[config.mk]
export PLATFORM = sky130hd
export DESIGN_NAME = irupc_codec
export DESIGN_NICKNAME = d
export VERILOG_FILES = /design/src/pkg/irupc_pkg.sv /design/src/rtl/irupc_sync.sv /design/src/rtl/irupc_codec.sv
export SDC_FILE = /design/constraint.sdc
export NUM_CORES = 1
export LEC_CHECK = 0
export ABC_AREA = 1
export BUFFER_PORTS_ARGS = -buffer_cell sky130_fd_sc_hd__buf_2
export CAP_MARGIN = 20
export CORE_MARGIN = 2
export CORE_UTILIZATION = 41
export CTS_CLUSTER_DIAMETER = 50
export DETAILED_ROUTE_END_ITERATION = 10
export SLEW_MARGIN = 20
export SYNTH_ARGS = -nofsm -noshare
export SYNTH_HDL_FRONTEND = slang
export SYNTH_SLANG_ARGS = --single-unit
[constraint.sdc]
create_clock -name sys_clk_i -period 1.67 [get_ports sys_clk_i]
set_clock_uncertainty 0.05 [all_clocks]
set_input_delay 0.334 -clock sys_clk_i [delete_from_list [all_inputs] [get_ports sys_clk_i]]
set_output_delay 0.334 -clock sys_clk_i [all_outputs]
set_load 0.02 [all_outputs]
[src/pkg/irupc_pkg.sv]
/*
 * irupc_pkg: constants shared by the infrared pulse codec.
 * Assumes one system clock; the bit-rate tick comes from the 16x bit clock pin, sampled on it.
 */
package irupc_pkg;
	// system clock and bit timing
	localparam int unsigned SYS_CLK_HZ = 50000000;
	localparam int unsigned MAX_BAUD = 115200;
	localparam int unsigned TICKS_PER_BIT = 16;
	localparam logic [3:0] TICK_LAST = 4'hF;
	// encoder pulse placement, in ticks from the start of a low bit
	localparam logic [3:0] ENC_PULSE_START = 4'h7;
	localparam logic [3:0] ENC_PULSE_END = 4'hA;
	// decoder: one more than the ticks from the pulse edge to the host output change
	localparam logic [3:0] DEC_DELAY = 4'h4;
	// reset filter length in system clocks
	localparam logic [3:0] RST_FILT_LEN = 4'h8;
	// output levels during reset
	localparam logic HOST_IDLE = 1'b1;
	localparam logic PULSE_OFF = 1'b0;
	// shared bit-period state encoding
	typedef enum logic [0:0] {
		IRUPC_IDLE = 1'b0,
		IRUPC_BIT = 1'b1
	} irupc_state_t;
endpackage

[src/rtl/irupc_sync.sv]
/*
 * irupc_sync: two flip-flop synchroniser for asynchronous pins.
 * Assumes the input may change at any time relative to sys_clk_i.
 */
`timescale 1ns/1ps
module irupc_sync #(
	parameter logic RESET_VAL = 1'b1
) (
	// clock and reset
	input wire logic sys_clk_i,
	input wire logic rst_i,
	// asynchronous level in, synchronised level out
	input wire logic async_i,
	output logic sync_o
);
	logic meta;
	logic next_meta;
	logic next_sync;

	// first stage feeds only the second
	always_comb begin
		next_meta = async_i;
		next_sync = meta;
	end

	always_ff @(posedge sys_clk_i or posedge rst_i) begin
		if (rst_i) begin
			meta <= RESET_VAL;
			sync_o <= RESET_VAL;
		end else begin
			meta <= next_meta;
			sync_o <= next_sync;
		end
	end
endmodule

[src/rtl/irupc_codec.sv]
/*
 * irupc_codec: infrared pulse encoder/decoder between a host UART and an optical transceiver.
 * Assumes bit_clock_x16_input is a pin toggling at 16x the baud rate, slower than sys_clk_i / 4.
 */
`timescale 1ns/1ps
module irupc_codec (
	// clock and reset
	input wire logic sys_clk_i,
	input wire logic rst_i,
	// pins: active-low reset and the 16x bit clock
	input wire logic reset_pin_n_i,
	input wire logic bit_clock_x16_input_i,
	// host uart side
	input wire logic host_serial_i,
	output logic host_serial_o,
	// optical transceiver side
	input wire logic optical_pulse_in_i,
	output logic optical_pulse_out_o
);
	import irupc_pkg::*;

	////////////////////////////////////////////////////////////////////////
	// pin synchronisers
	logic rst_pin_n_s;
	logic bclk_s;
	logic host_in_s;
	logic pulse_in_s;

	irupc_sync #(.RESET_VAL(1'b0)) u_sync_rst (.sys_clk_i(sys_clk_i), .rst_i(rst_i),
		.async_i(reset_pin_n_i), .sync_o(rst_pin_n_s));
	irupc_sync #(.RESET_VAL(1'b0)) u_sync_bclk (.sys_clk_i(sys_clk_i), .rst_i(rst_i),
		.async_i(bit_clock_x16_input_i), .sync_o(bclk_s));
	irupc_sync #(.RESET_VAL(1'b1)) u_sync_host (.sys_clk_i(sys_clk_i), .rst_i(rst_i),
		.async_i(host_serial_i), .sync_o(host_in_s));
	irupc_sync #(.RESET_VAL(1'b1)) u_sync_pulse (.sys_clk_i(sys_clk_i), .rst_i(rst_i),
		.async_i(optical_pulse_in_i), .sync_o(pulse_in_s));

	////////////////////////////////////////////////////////////////////////
	// reset glitch filter: the pin must hold a new level for a full count
	logic run;
	logic [3:0] filt_cnt;
	logic next_run;
	logic [3:0] next_filt_cnt;

	// a shorter pulse restarts the count, so it never reaches the logic
	always_comb begin
		next_run = run;
		next_filt_cnt = 4'h0;
		if (rst_pin_n_s != run) begin
			next_filt_cnt = filt_cnt + 4'h1;
			if (filt_cnt == RST_FILT_LEN - 4'h1) begin
				next_run = rst_pin_n_s;
				next_filt_cnt = 4'h0;
			end
		end
	end

	always_ff @(posedge sys_clk_i or posedge rst_i) begin
		if (rst_i) begin
			run <= 1'b0;
			filt_cnt <= 4'h0;
		end else begin
			run <= next_run;
			filt_cnt <= next_filt_cnt;
		end
	end

	////////////////////////////////////////////////////////////////////////
	// bit clock edge detect gives a one-cycle tick enable
	logic bclk_d;
	logic tick;
	logic next_bclk_d;

	always_comb begin
		next_bclk_d = bclk_s;
	end

	always_ff @(posedge sys_clk_i or posedge rst_i) begin
		if (rst_i) begin
			bclk_d <= 1'b0;
		end else begin
			bclk_d <= next_bclk_d;
		end
	end

	assign tick = bclk_s & ~bclk_d;

	////////////////////////////////////////////////////////////////////////
	// encoder: host low bit becomes a three-tick pulse after seven low ticks
	irupc_state_t enc_state;
	irupc_state_t next_enc_state;
	logic [3:0] enc_cnt;
	logic [3:0] next_enc_cnt;
	logic next_pulse_out;

	// each low bit restarts alignment at its own start, so baud drift does not accumulate
	always_comb begin
		next_enc_state = enc_state;
		next_enc_cnt = enc_cnt;
		next_pulse_out = PULSE_OFF;
		if (run && tick) begin
			case (enc_state)
				IRUPC_IDLE: begin
					if (!host_in_s) begin
						next_enc_state = IRUPC_BIT;
						next_enc_cnt = 4'h1;
					end
				end
				IRUPC_BIT: begin
					next_enc_cnt = enc_cnt + 4'h1;
					if (enc_cnt == TICK_LAST) begin
						// deciding here would still see the old bit; the next one is sampled at its first tick
						next_enc_cnt = 4'h0;
						next_enc_state = IRUPC_IDLE;
					end
				end
				default: begin
					next_enc_state = IRUPC_IDLE;
				end
			endcase
		end
		if (run && enc_state == IRUPC_BIT && enc_cnt >= ENC_PULSE_START && enc_cnt < ENC_PULSE_END) begin
			next_pulse_out = ~PULSE_OFF;
		end
		if (run && enc_state == IRUPC_BIT && !tick) begin
			next_pulse_out = optical_pulse_out_o;
		end
		if (!run) begin
			next_enc_state = IRUPC_IDLE;
			next_enc_cnt = 4'h0;
			next_pulse_out = PULSE_OFF;
		end
	end

	always_ff @(posedge sys_clk_i or posedge rst_i) begin
		if (rst_i) begin
			enc_state <= IRUPC_IDLE;
			enc_cnt <= 4'h0;
			optical_pulse_out_o <= PULSE_OFF;
		end else begin
			enc_state <= next_enc_state;
			enc_cnt <= next_enc_cnt;
			optical_pulse_out_o <= next_pulse_out;
		end
	end

	////////////////////////////////////////////////////////////////////////
	// decoder: a low pulse starts a sixteen-tick low bit on the host line
	irupc_state_t dec_state;
	irupc_state_t next_dec_state;
	logic [3:0] dec_cnt;
	logic [3:0] next_dec_cnt;
	logic next_host_out;
	logic pulse_seen;
	logic next_pulse_seen;

	// a pulse arriving during a bit is latched and extends the low run by another period
	always_comb begin
		next_dec_state = dec_state;
		next_dec_cnt = dec_cnt;
		next_host_out = host_serial_o;
		next_pulse_seen = pulse_seen | (dec_state == IRUPC_BIT && !pulse_in_s);
		if (run && tick) begin
			case (dec_state)
				IRUPC_IDLE: begin
					next_pulse_seen = 1'b0;
					if (!pulse_in_s) begin
						next_dec_state = IRUPC_BIT;
						next_dec_cnt = 4'h1;
					end
				end
				IRUPC_BIT: begin
					// the counter wraps every sixteen ticks; the host level tells first pass from bit end
					next_dec_cnt = dec_cnt + 4'h1;
					if (dec_cnt == DEC_DELAY - 4'h1) begin
						next_pulse_seen = 1'b0;
						if (host_serial_o) begin
							next_host_out = 1'b0;
						end else if (pulse_seen || !pulse_in_s) begin
							next_host_out = 1'b0;
						end else begin
							next_host_out = HOST_IDLE;
							next_dec_state = IRUPC_IDLE;
						end
					end
				end
				default: begin
					next_dec_state = IRUPC_IDLE;
				end
			endcase
		end
		if (!run) begin
			next_dec_state = IRUPC_IDLE;
			next_dec_cnt = 4'h0;
			next_host_out = HOST_IDLE;
			next_pulse_seen = 1'b0;
		end
	end

	always_ff @(posedge sys_clk_i or posedge rst_i) begin
		if (rst_i) begin
			dec_state <= IRUPC_IDLE;
			dec_cnt <= 4'h0;
			host_serial_o <= HOST_IDLE;
			pulse_seen <= 1'b0;
		end else begin
			dec_state <= next_dec_state;
			dec_cnt <= next_dec_cnt;
			host_serial_o <= next_host_out;
			pulse_seen <= next_pulse_seen;
		end
	end
endmodule

=== Word-level counts from Yosys, hierarchy flattened ===
Index checks and enable logic that the tools add are counted.
Widths: inputs -> output; s select.

* ROM bits: 0
* Flip-flop bits (word level): 27
* Memories: 0
* Word-level logic and storage cells: 87
* Bits of input ports: 6
* Memory bits (writable): 0
* Latch bits: 0

* Shift operators: 0
* Eq/ne operators: 10
* $lt $le $gt $ge: 2
* Muxes and demuxes: 36
* Bitwise operators: 5
* Divide/modulo/power cells: 0
* Add/sub/neg operators: 3
* Multipliers: 0
* Reduce and logical (&&, ||, !) cells: 13

{| class="wikitable"
|+ Operators with widths
! operator !! number
|-
| $mux 4 || 9
|-
| $mux 1 || 22
|-
| $pmux 4 s2 || 2
|-
| $add 4x1->4 const B || 3
|-
| $logic_and 1x1->1 || 6
|-
| $ne 2x1->1 const B || 3
|-
| $ne 3x3->1 const B || 2
|-
| $pmux 1 s2 || 3
|-
| $reduce_and 2->1 || 3
|-
| $eq 4x2->1 const B || 1
|-
| $eq 4x3->1 const B || 1
|-
| $eq 4x4->1 const B || 1
|-
| $ge 4x3->1 const B || 1
|-
| $lt 4x4->1 const B || 1
|-
| $not 1->1 || 3
|-
| $reduce_and 3->1 || 1
|-
| $logic_not 1->1 || 2
|-
| $ne 2x2->1 const B || 1
|-
| $and 1x1->1 || 1
|-
| $logic_or 1x1->1 || 1
|-
| $ne 1x1->1 || 1
|-
| $or 1x1->1 || 1
|}

=== Longest topological paths before layout ===
Gate-level depths: netlist (run 1).

* Word-level depth: 8
* Depth in mapped cells: 7

=== Hierarchy ===
From an unflattened synthesis (run 1), not the netlist that was laid out.

* Cells, all modules: 137
* Area, all modules: 1211.2 sq um

{| class="wikitable"
|+ By module, submodules not included
! module !! area an instance (sq um) !! sequential area each (sq um) !! cells an instance !! instances
|-
| irupc_codec || 991.0 || 476.7 || 125 || 1
|-
| irupc_sync (u_sync_host ...) || 56.3 || 52.6 || 3 || 2
|-
| irupc_sync (u_sync_bclk ...) || 53.8 || 50.0 || 3 || 2
|}

=== Least setup slack after synthesis (run 1) ===
Ideal clock, no wire load.

* Path kind: reg-to-reg
* Start: register enc_cnt[0]
* End: register enc_cnt[2]
* Path buffers: 0
* Stages on the path, launching flop included: 5
* Data arrival time: 992 ps
* Path slack: 506 ps
* Period minus slack after synthesis: 1164 ps
* Required time: 1498 ps
* Cell sequence: dfrtp_1 -> ha_1 -> or2_2 -> nand4_1 -> o21ai_1

* Longest elaborated chain between the ends: 5

{| class="wikitable"
|+ RTL lines
! item !! line !! source
|-
| start, declared || irupc_codec.sv:92 || <nowiki>logic [3:0] enc_cnt;</nowiki>
|-
| start signal, assigned || irupc_codec.sv:142 || <nowiki>enc_cnt <= next_enc_cnt;</nowiki>
|-
| $add 4x1->4 / $eq 4x4->1 (equally long branches) || irupc_codec.sv:110, irupc_codec.sv:111 ||
|-
| $mux 4 (*) || irupc_codec.sv:111 || <nowiki>if (enc_cnt == TICK_LAST) begin</nowiki>
|-
| $pmux 4 s2 (*) || irupc_codec.sv:102 || <nowiki>case (enc_state)</nowiki>
|-
| $mux 4 (*) || irupc_codec.sv:101 || <nowiki>if (run && tick) begin</nowiki>
|-
| $mux 4 (*) || irupc_codec.sv:128 || <nowiki>if (!run) begin</nowiki>
|}

Mark *: on every way between the ends. The rest lies on a longest branch, timed or not. The select of a mux whose other input is x is not followed.
A chain may end at the register's enable or synchronous reset.

=== Worst setup path after layout (run 1) ===
* Start: register host_serial_o
* End: output host_serial_o

{| class="wikitable"
|+ RTL lines
! item !! line !! source
|-
| start, declared || irupc_codec.sv:15 || <nowiki>output logic host_serial_o,</nowiki>
|-
| start signal, assigned || irupc_codec.sv:209 || <nowiki>host_serial_o <= next_host_out;</nowiki>
|}

No word-level cell between the ends.

==> impl_metrics.json, run 1 <==
{
  "cp_data_required_time_ns": 1.29,
  "ant_nets": 0,
  "antenna_found_initial": 0,
  "clock-root-buffer": "clkbuf_4",
  "clockBufferDepth": 2,
  "worstHoldPathType": "in -> reg",
  "yosysUniqueCellTypes": 27,
  "gr-usage-all-layers_pct": 13.0,
  "layout_commonest_cell": "nand2_1",
  "critPathLaunchType": "flop",
  "top_regs": "dec_cnt x4, enc_cnt x4, filt_cnt x4",
  "fmax_mhz": 710,
  "final_util_pct": 45.7,
  "hold_viol_final": 0,
  "ys_warn_count": 0,
  "critPathCaptureType": "primary output",
  "hpwl_um": 1450,
  "slowest_delay_ns": 0.56,
  "std_cell_rows": 20,
  "drt_pass1_iterations": 4,
  "critical_path_class": "reg -> out",
  "ys_ff_latch": 27,
  "cts_tree": "built",
  "layout.nets": 158,
  "dp.cells": 176,
  "grt-ovfl-total": 0,
  "path_cells": "buf_2",
  "io_buffer_count": 7,
  "area.growth.synth_to_final_pct": 7.98,
  "vias_per_cell": 4.92,
  "cts_setup_buffers": 0,
  "fin_crit_sh_pct": 84.4,
  "slew_headroom_pct": 77.9,
  "path_clk_slew_ns": 0.13,
  "run_status": "finished, final reports clean",
  "insertion_delay_ns": 0.31,
  "grt_pass1_wl_um": 3550,
  "grt_max_degree": 28,
  "wire_per_inst_um": 10.4,
  "final_cell_count_no_fill": 181,
  "tightest_slew_ns": 0.331,
  "antenna_cells": 0,
  "place_ws_ns": 0.449,
  "syn_area_per_cell_um2": 9.34,
  "setup_viol": 0,
  "path_buf_inv": 1,
  "die_area_um2": 3560,
  "worst_ir_drop_vdd_uv": 553,
  "numCtsBuffers": 3,
  "path_depth": 1,
  "ios": 8,
  "cts_htree_levels": 1,
  "crit_arrival_ns": 1.03,
  "p_leak_nw": 0.679,
  "die_w_um": 59.7,
  "gp_congestion": 0.840,
  "drive_gt1_share_pct": 23.0,
  "syn_inst": 136,
  "via_count": 890,
  "reg2regPathDepth": 4,
  "syn_area_um2": 1270,
  "syn-num-nets": 145,
  "final_cell_mix": "nand2_1, dfrtp_1, inv_1",
  "drv_cap": 0,
  "initial_core_util_pct": 42.3,
  "p_per_area_nw_per_um2": 1090,
  "fin_crit_ns": 1.41,
  "finalWirelength_um": 1890,
  "fin_setup_tns_ns": 0,
  "path_delay_family": "flip-flops",
  "cp_slowest_cell": "dfstp_2",
  "drc": 0,
  "whs_path_depth": 1,
  "rsz0062_at_grt": "false",
  "grt_pass1_vias": 843,
  "drtIter0Drc": 33,
  "worst_slack_ns": 0.261,
  "die_h_um": 59.7,
  "placed_area_um2": 1340,
  "stdcell_area_um2": 1370,
  "core_um2": 3000,
  "crit_path_max_fanout": 3,
  "clock-sinks": 27,
  "slew_violations": 0,
  "synth-seq-area-share_pct": 53.7
}
cell usage after synthesis, drive strengths merged:
cell type | count | area share (%)
a21oi | 1 | 0.39
buf | 2 | 2.1
dfrtp | 22 | 43
dfstp | 5 | 10
ha | 3 | 3.0
inv | 17 | 5.0
nand2 | 40 | 13
nand2b | 1 | 1.1
nand3 | 15 | 6.7
nand3b | 1 | 0.59
nand4 | 4 | 2.0
nor2 | 9 | 3.6
nor3b | 1 | 0.59
o21ai | 10 | 4.8
or2 | 2 | 1.2
xnor2 | 2 | 2.0
xor2 | 1 | 0.69
routing by layer:
layer | track usage [%] | wire length [µm]
met5 | 0 | 0
met4 | 4.76 | 19
met3 | 1.95 | 46
met2 | 20.0 | 823
met1 | 18.6 | 997
cell type report:
| cell class | instances | area, µm² |
|---|---|---|
| clock buffer | 4 | 26.3 |
| fill | 292 | 1630 |
| inverter | 17 | 63.8 |
| multi-input combinational | 90 | 498 |
| sequential | 27 | 682 |
| tap | 33 | 41.3 |
| timing repair buffer | 10 | 60.1 |
logic make-up after synthesis:
group | count (synthesis) | synth area share (%)
AO/OA/AOI/OAI | 11 | 5.22
XOR/XNOR | 3 | 2.66
adder cells (fa/ha/maj) | 3 | 2.96
buffers and inverters | 19 | 7.09
flip-flops | 27 | 53.7
AND/OR/NAND/NOR | 73 | 28.4
where the power goes:
part           internal [mW]  switching [mW]
registers              0.743          0.0720
logic                  0.167           0.252
clock network         0.0931           0.173
total                   1.00           0.497
worst paths after layout:
kind	from	endpoint	slack, ns
setup / recovery	host_serial_o$_DFFE_PP1P_	host_serial_o	0.26
hold / removal	optical_pulse_in_i	u_sync_pulse.meta$_DFF_PP1_	0.05
setup reg to reg	enc_cnt[0]$_DFFE_PP0P_	enc_cnt[2]$_DFFE_PP0P_	0.43
hold reg to reg	u_sync_pulse.meta$_DFF_PP1_	u_sync_pulse.sync_o$_DFF_PP1_	0.32
max in group asynchronous	rst_i	u_sync_host.sync_o$_DFF_PP1_	0.72
min in group asynchronous	rst_i	dec_state$_DFFE_PP0P_	0.55
timing repair:
action / 4_1_cts / 5_1_grt
endpoints found under the hold margin: 10 / 0
hold buffers: 1 / 0
endpoints found under the setup margin: 0 / 0
resized for setup: 0 / 0
per-stage QoR:
stage | total power [mW] | hold slack, ns
2_1_floorplan | 1.20 | 0.281
3_3_place_gp | 1.23 | 0.284
3_5_place_dp | 1.25 | 0.291
4_1_cts | 1.53 | 0.0288
5_1_grt | 1.63 | 0.0240
6_report | 1.50 | 0.0514
No activity file was read; power rests on OpenSTA's default activity.
==> run 2, diff against run 1 <==
==> constraint.sdc (replaced) <==
create_clock -name sys_clk_i -period 1.3 [get_ports sys_clk_i]
set_clock_uncertainty 0.05 [all_clocks]
set_input_delay 0.26 -clock sys_clk_i [delete_from_list [all_inputs] [get_ports sys_clk_i]]
set_output_delay 0.26 -clock sys_clk_i [all_outputs]
set_load 0.02 [all_outputs]
==> impl_metrics.json, run 2 (synthesis gave the netlist of run 1 again) <==
{
  "run_status": "finished, violations left",
  "violations": "setup timing",
  "path_cells": "buf_6",
  "grt_pass1_vias": 872,
  "path_clk_slew_ns": 0.15,
  "wire_per_inst_um": 10.6,
  "gr-usage-all-layers_pct": 13.7,
  "cts_tree": "built",
  "hold_viol_final": 0,
  "core_um2": 3000,
  "reg2regPathDepth": 4,
  "cp_slowest_cell": "dfstp_2",
  "hp-start": "u_sync_host.meta$_DFF_PP1_",
  "reg2reg_slack_ns": 0.06,
  "cp_data_required_time_ns": 0.99,
  "p_per_area_nw_per_um2": 1400,
  "critPathLaunchType": "flop",
  "finalWirelength_um": 1990,
  "numCtsBuffers": 3,
  "final_util_pct": 48.0,
  "path_delay_family": "flip-flops",
  "die_h_um": 59.7,
  "cts_htree_levels": 1,
  "drv_cap": 0,
  "gp_congestion": 0.759,
  "place_ws_ns": 0.0790,
  "ant_nets": 0,
  "grt-ovfl-total": 0,
  "vias_per_cell": 4.78,
  "critical_path_class": "reg -> out",
  "clock-sinks": 27,
  "worst_r2r_endpoint": "enc_cnt[2]$_DFFE_PP0P_",
  "critPathCaptureType": "primary output",
  "slowest_delay_ns": 0.56,
  "path_buf_inv": 1,
  "top_regs": "dec_cnt x4, enc_cnt x4, filt_cnt x4",
  "die_area_um2": 3560,
  "insertion_delay_ns": 0.32,
  "die_w_um": 59.7,
  "drc": 0,
  "worstHoldPathType": "reg -> reg",
  "grt_max_degree": 28,
  "setup_viol": 1,
  "clock-root-buffer": "clkbuf_4",
  "drtIter0Drc": 26,
  "p_leak_nw": 0.717,
  "drive_gt1_share_pct": 24.5,
  "crit_arrival_ns": 1.00,
  "worst_slack_ns": -0.00566,
  "slew_headroom_pct": 78.0,
  "crit_path_max_fanout": 2,
  "fin_crit_ns": 1.31,
  "layout.nets": 165,
  "area.growth.synth_to_final_pct": 13.5,
  "antenna_found_initial": 0,
  "via_count": 898,
  "rsz0062_at_grt": "true",
  "fmax_mhz": 766,
  "tightest_slew_ns": 0.330,
  "grt_pass1_wl_um": 3710,
  "worst_ir_drop_vdd_uv": 714,
  "hold_end": "u_sync_host.sync_o$_DFF_PP1_",
  "antenna_cells": 0,
  "slew_violations": 0,
  "fin_crit_sh_pct": 100,
  "initial_core_util_pct": 42.3,
  "layout_commonest_cell": "nand2_1",
  "fin_setup_tns_ns": -0.00566,
  "r2r-start": "enc_cnt[0]$_DFFE_PP0P_",
  "std_cell_rows": 20,
  "final_cell_mix": "nand2_1, dfrtp_1, inv_1",
  "drt_pass1_iterations": 4,
  "io_buffer_count": 7,
  "whs_path_depth": 0,
  "ios": 8,
  "clockBufferDepth": 2,
  "hpwl_um": 1450
}
[run 2: what timing repair did]
item / in CTS / in global routing
resized for setup: 2 / 0
endpoints found under the setup margin: 1 / 2
endpoints found under the hold margin: 26 / 0
pin swaps: 0 / 0
hold buffers: 5 / 0
buffers inserted: 1 / 1
[run 2: how the worst max path moves through the flow]
stage	cells after the start	from	endpoint
5_1_grt	1	host_serial_o$_DFFE_PP1P_	host_serial_o
3_5_place_dp	4	enc_cnt[0]$_DFFE_PP0P_	enc_cnt[2]$_DFFE_PP0P_
6_report	1	host_serial_o$_DFFE_PP1P_	host_serial_o
4_1_cts	1	host_serial_o$_DFFE_PP1P_	host_serial_o
3_3_place_gp	4	enc_cnt[0]$_DFFE_PP0P_	enc_cnt[2]$_DFFE_PP0P_
2_1_floorplan	4	enc_cnt[0]$_DFFE_PP0P_	enc_cnt[2]$_DFFE_PP0P_
[run 2: where the power goes]
group	internal (mW)	switching, mW	leakage, nW
Sequential	0.954	0.0945	0.345
Combinational	0.276	0.337	0.354
Clock	0.115	0.245	0.0177
Total	1.34	0.676	0.717
[run 2: layout make-up]
type                    count  area [µm²]
flip-flops and latches     27         682
well taps                  33        41.3
inverters                  17        63.8
clock buffers               3        22.5
clock inverters             1        5.00
repair buffers             17         129
fillers                   296        1560
multi-input cells          90         498
[run 2: worst register-to-register path: cells and delay by family, from the launching register on]
family	cells	cell delay [ns]
adder cells (fa/ha/maj)	1	0.24
flip-flops	1	0.45
AND/OR/NAND/NOR	2	0.35
AO/OA/AOI/OAI	1	0.06
[run 2: metrics by stage]
step / hold slack (ns) / power (mW) / std cells / area, µm²
6_report: 0.311 / 2.02 / 188 / 1440
5_1_grt: 0.325 / 2.21 / 188 / 1440
4_1_cts: 0.312 / 2.04 / 187 / 1430
3_5_place_dp: 0.287 / 1.62 / 177 / 1340
3_3_place_gp: 0.282 / 1.60 / 177 / 1340
2_1_floorplan: 0.214 / 1.54 / 136 / 1270
[run 2: layer usage]
metal | global-route usage, % | wire, µm | vias up | share of wire, %
met3 | 1.95 | 58 | 2 | 2.9
met1 | 20.0 | 972 | 410 | 49
met2 | 20.3 | 934 | 14 | 47
met4 | 5.71 | 19 | 0 | 0.96
li1 | - | - | 472 | -
met5 | 0 | 0 | - | 0
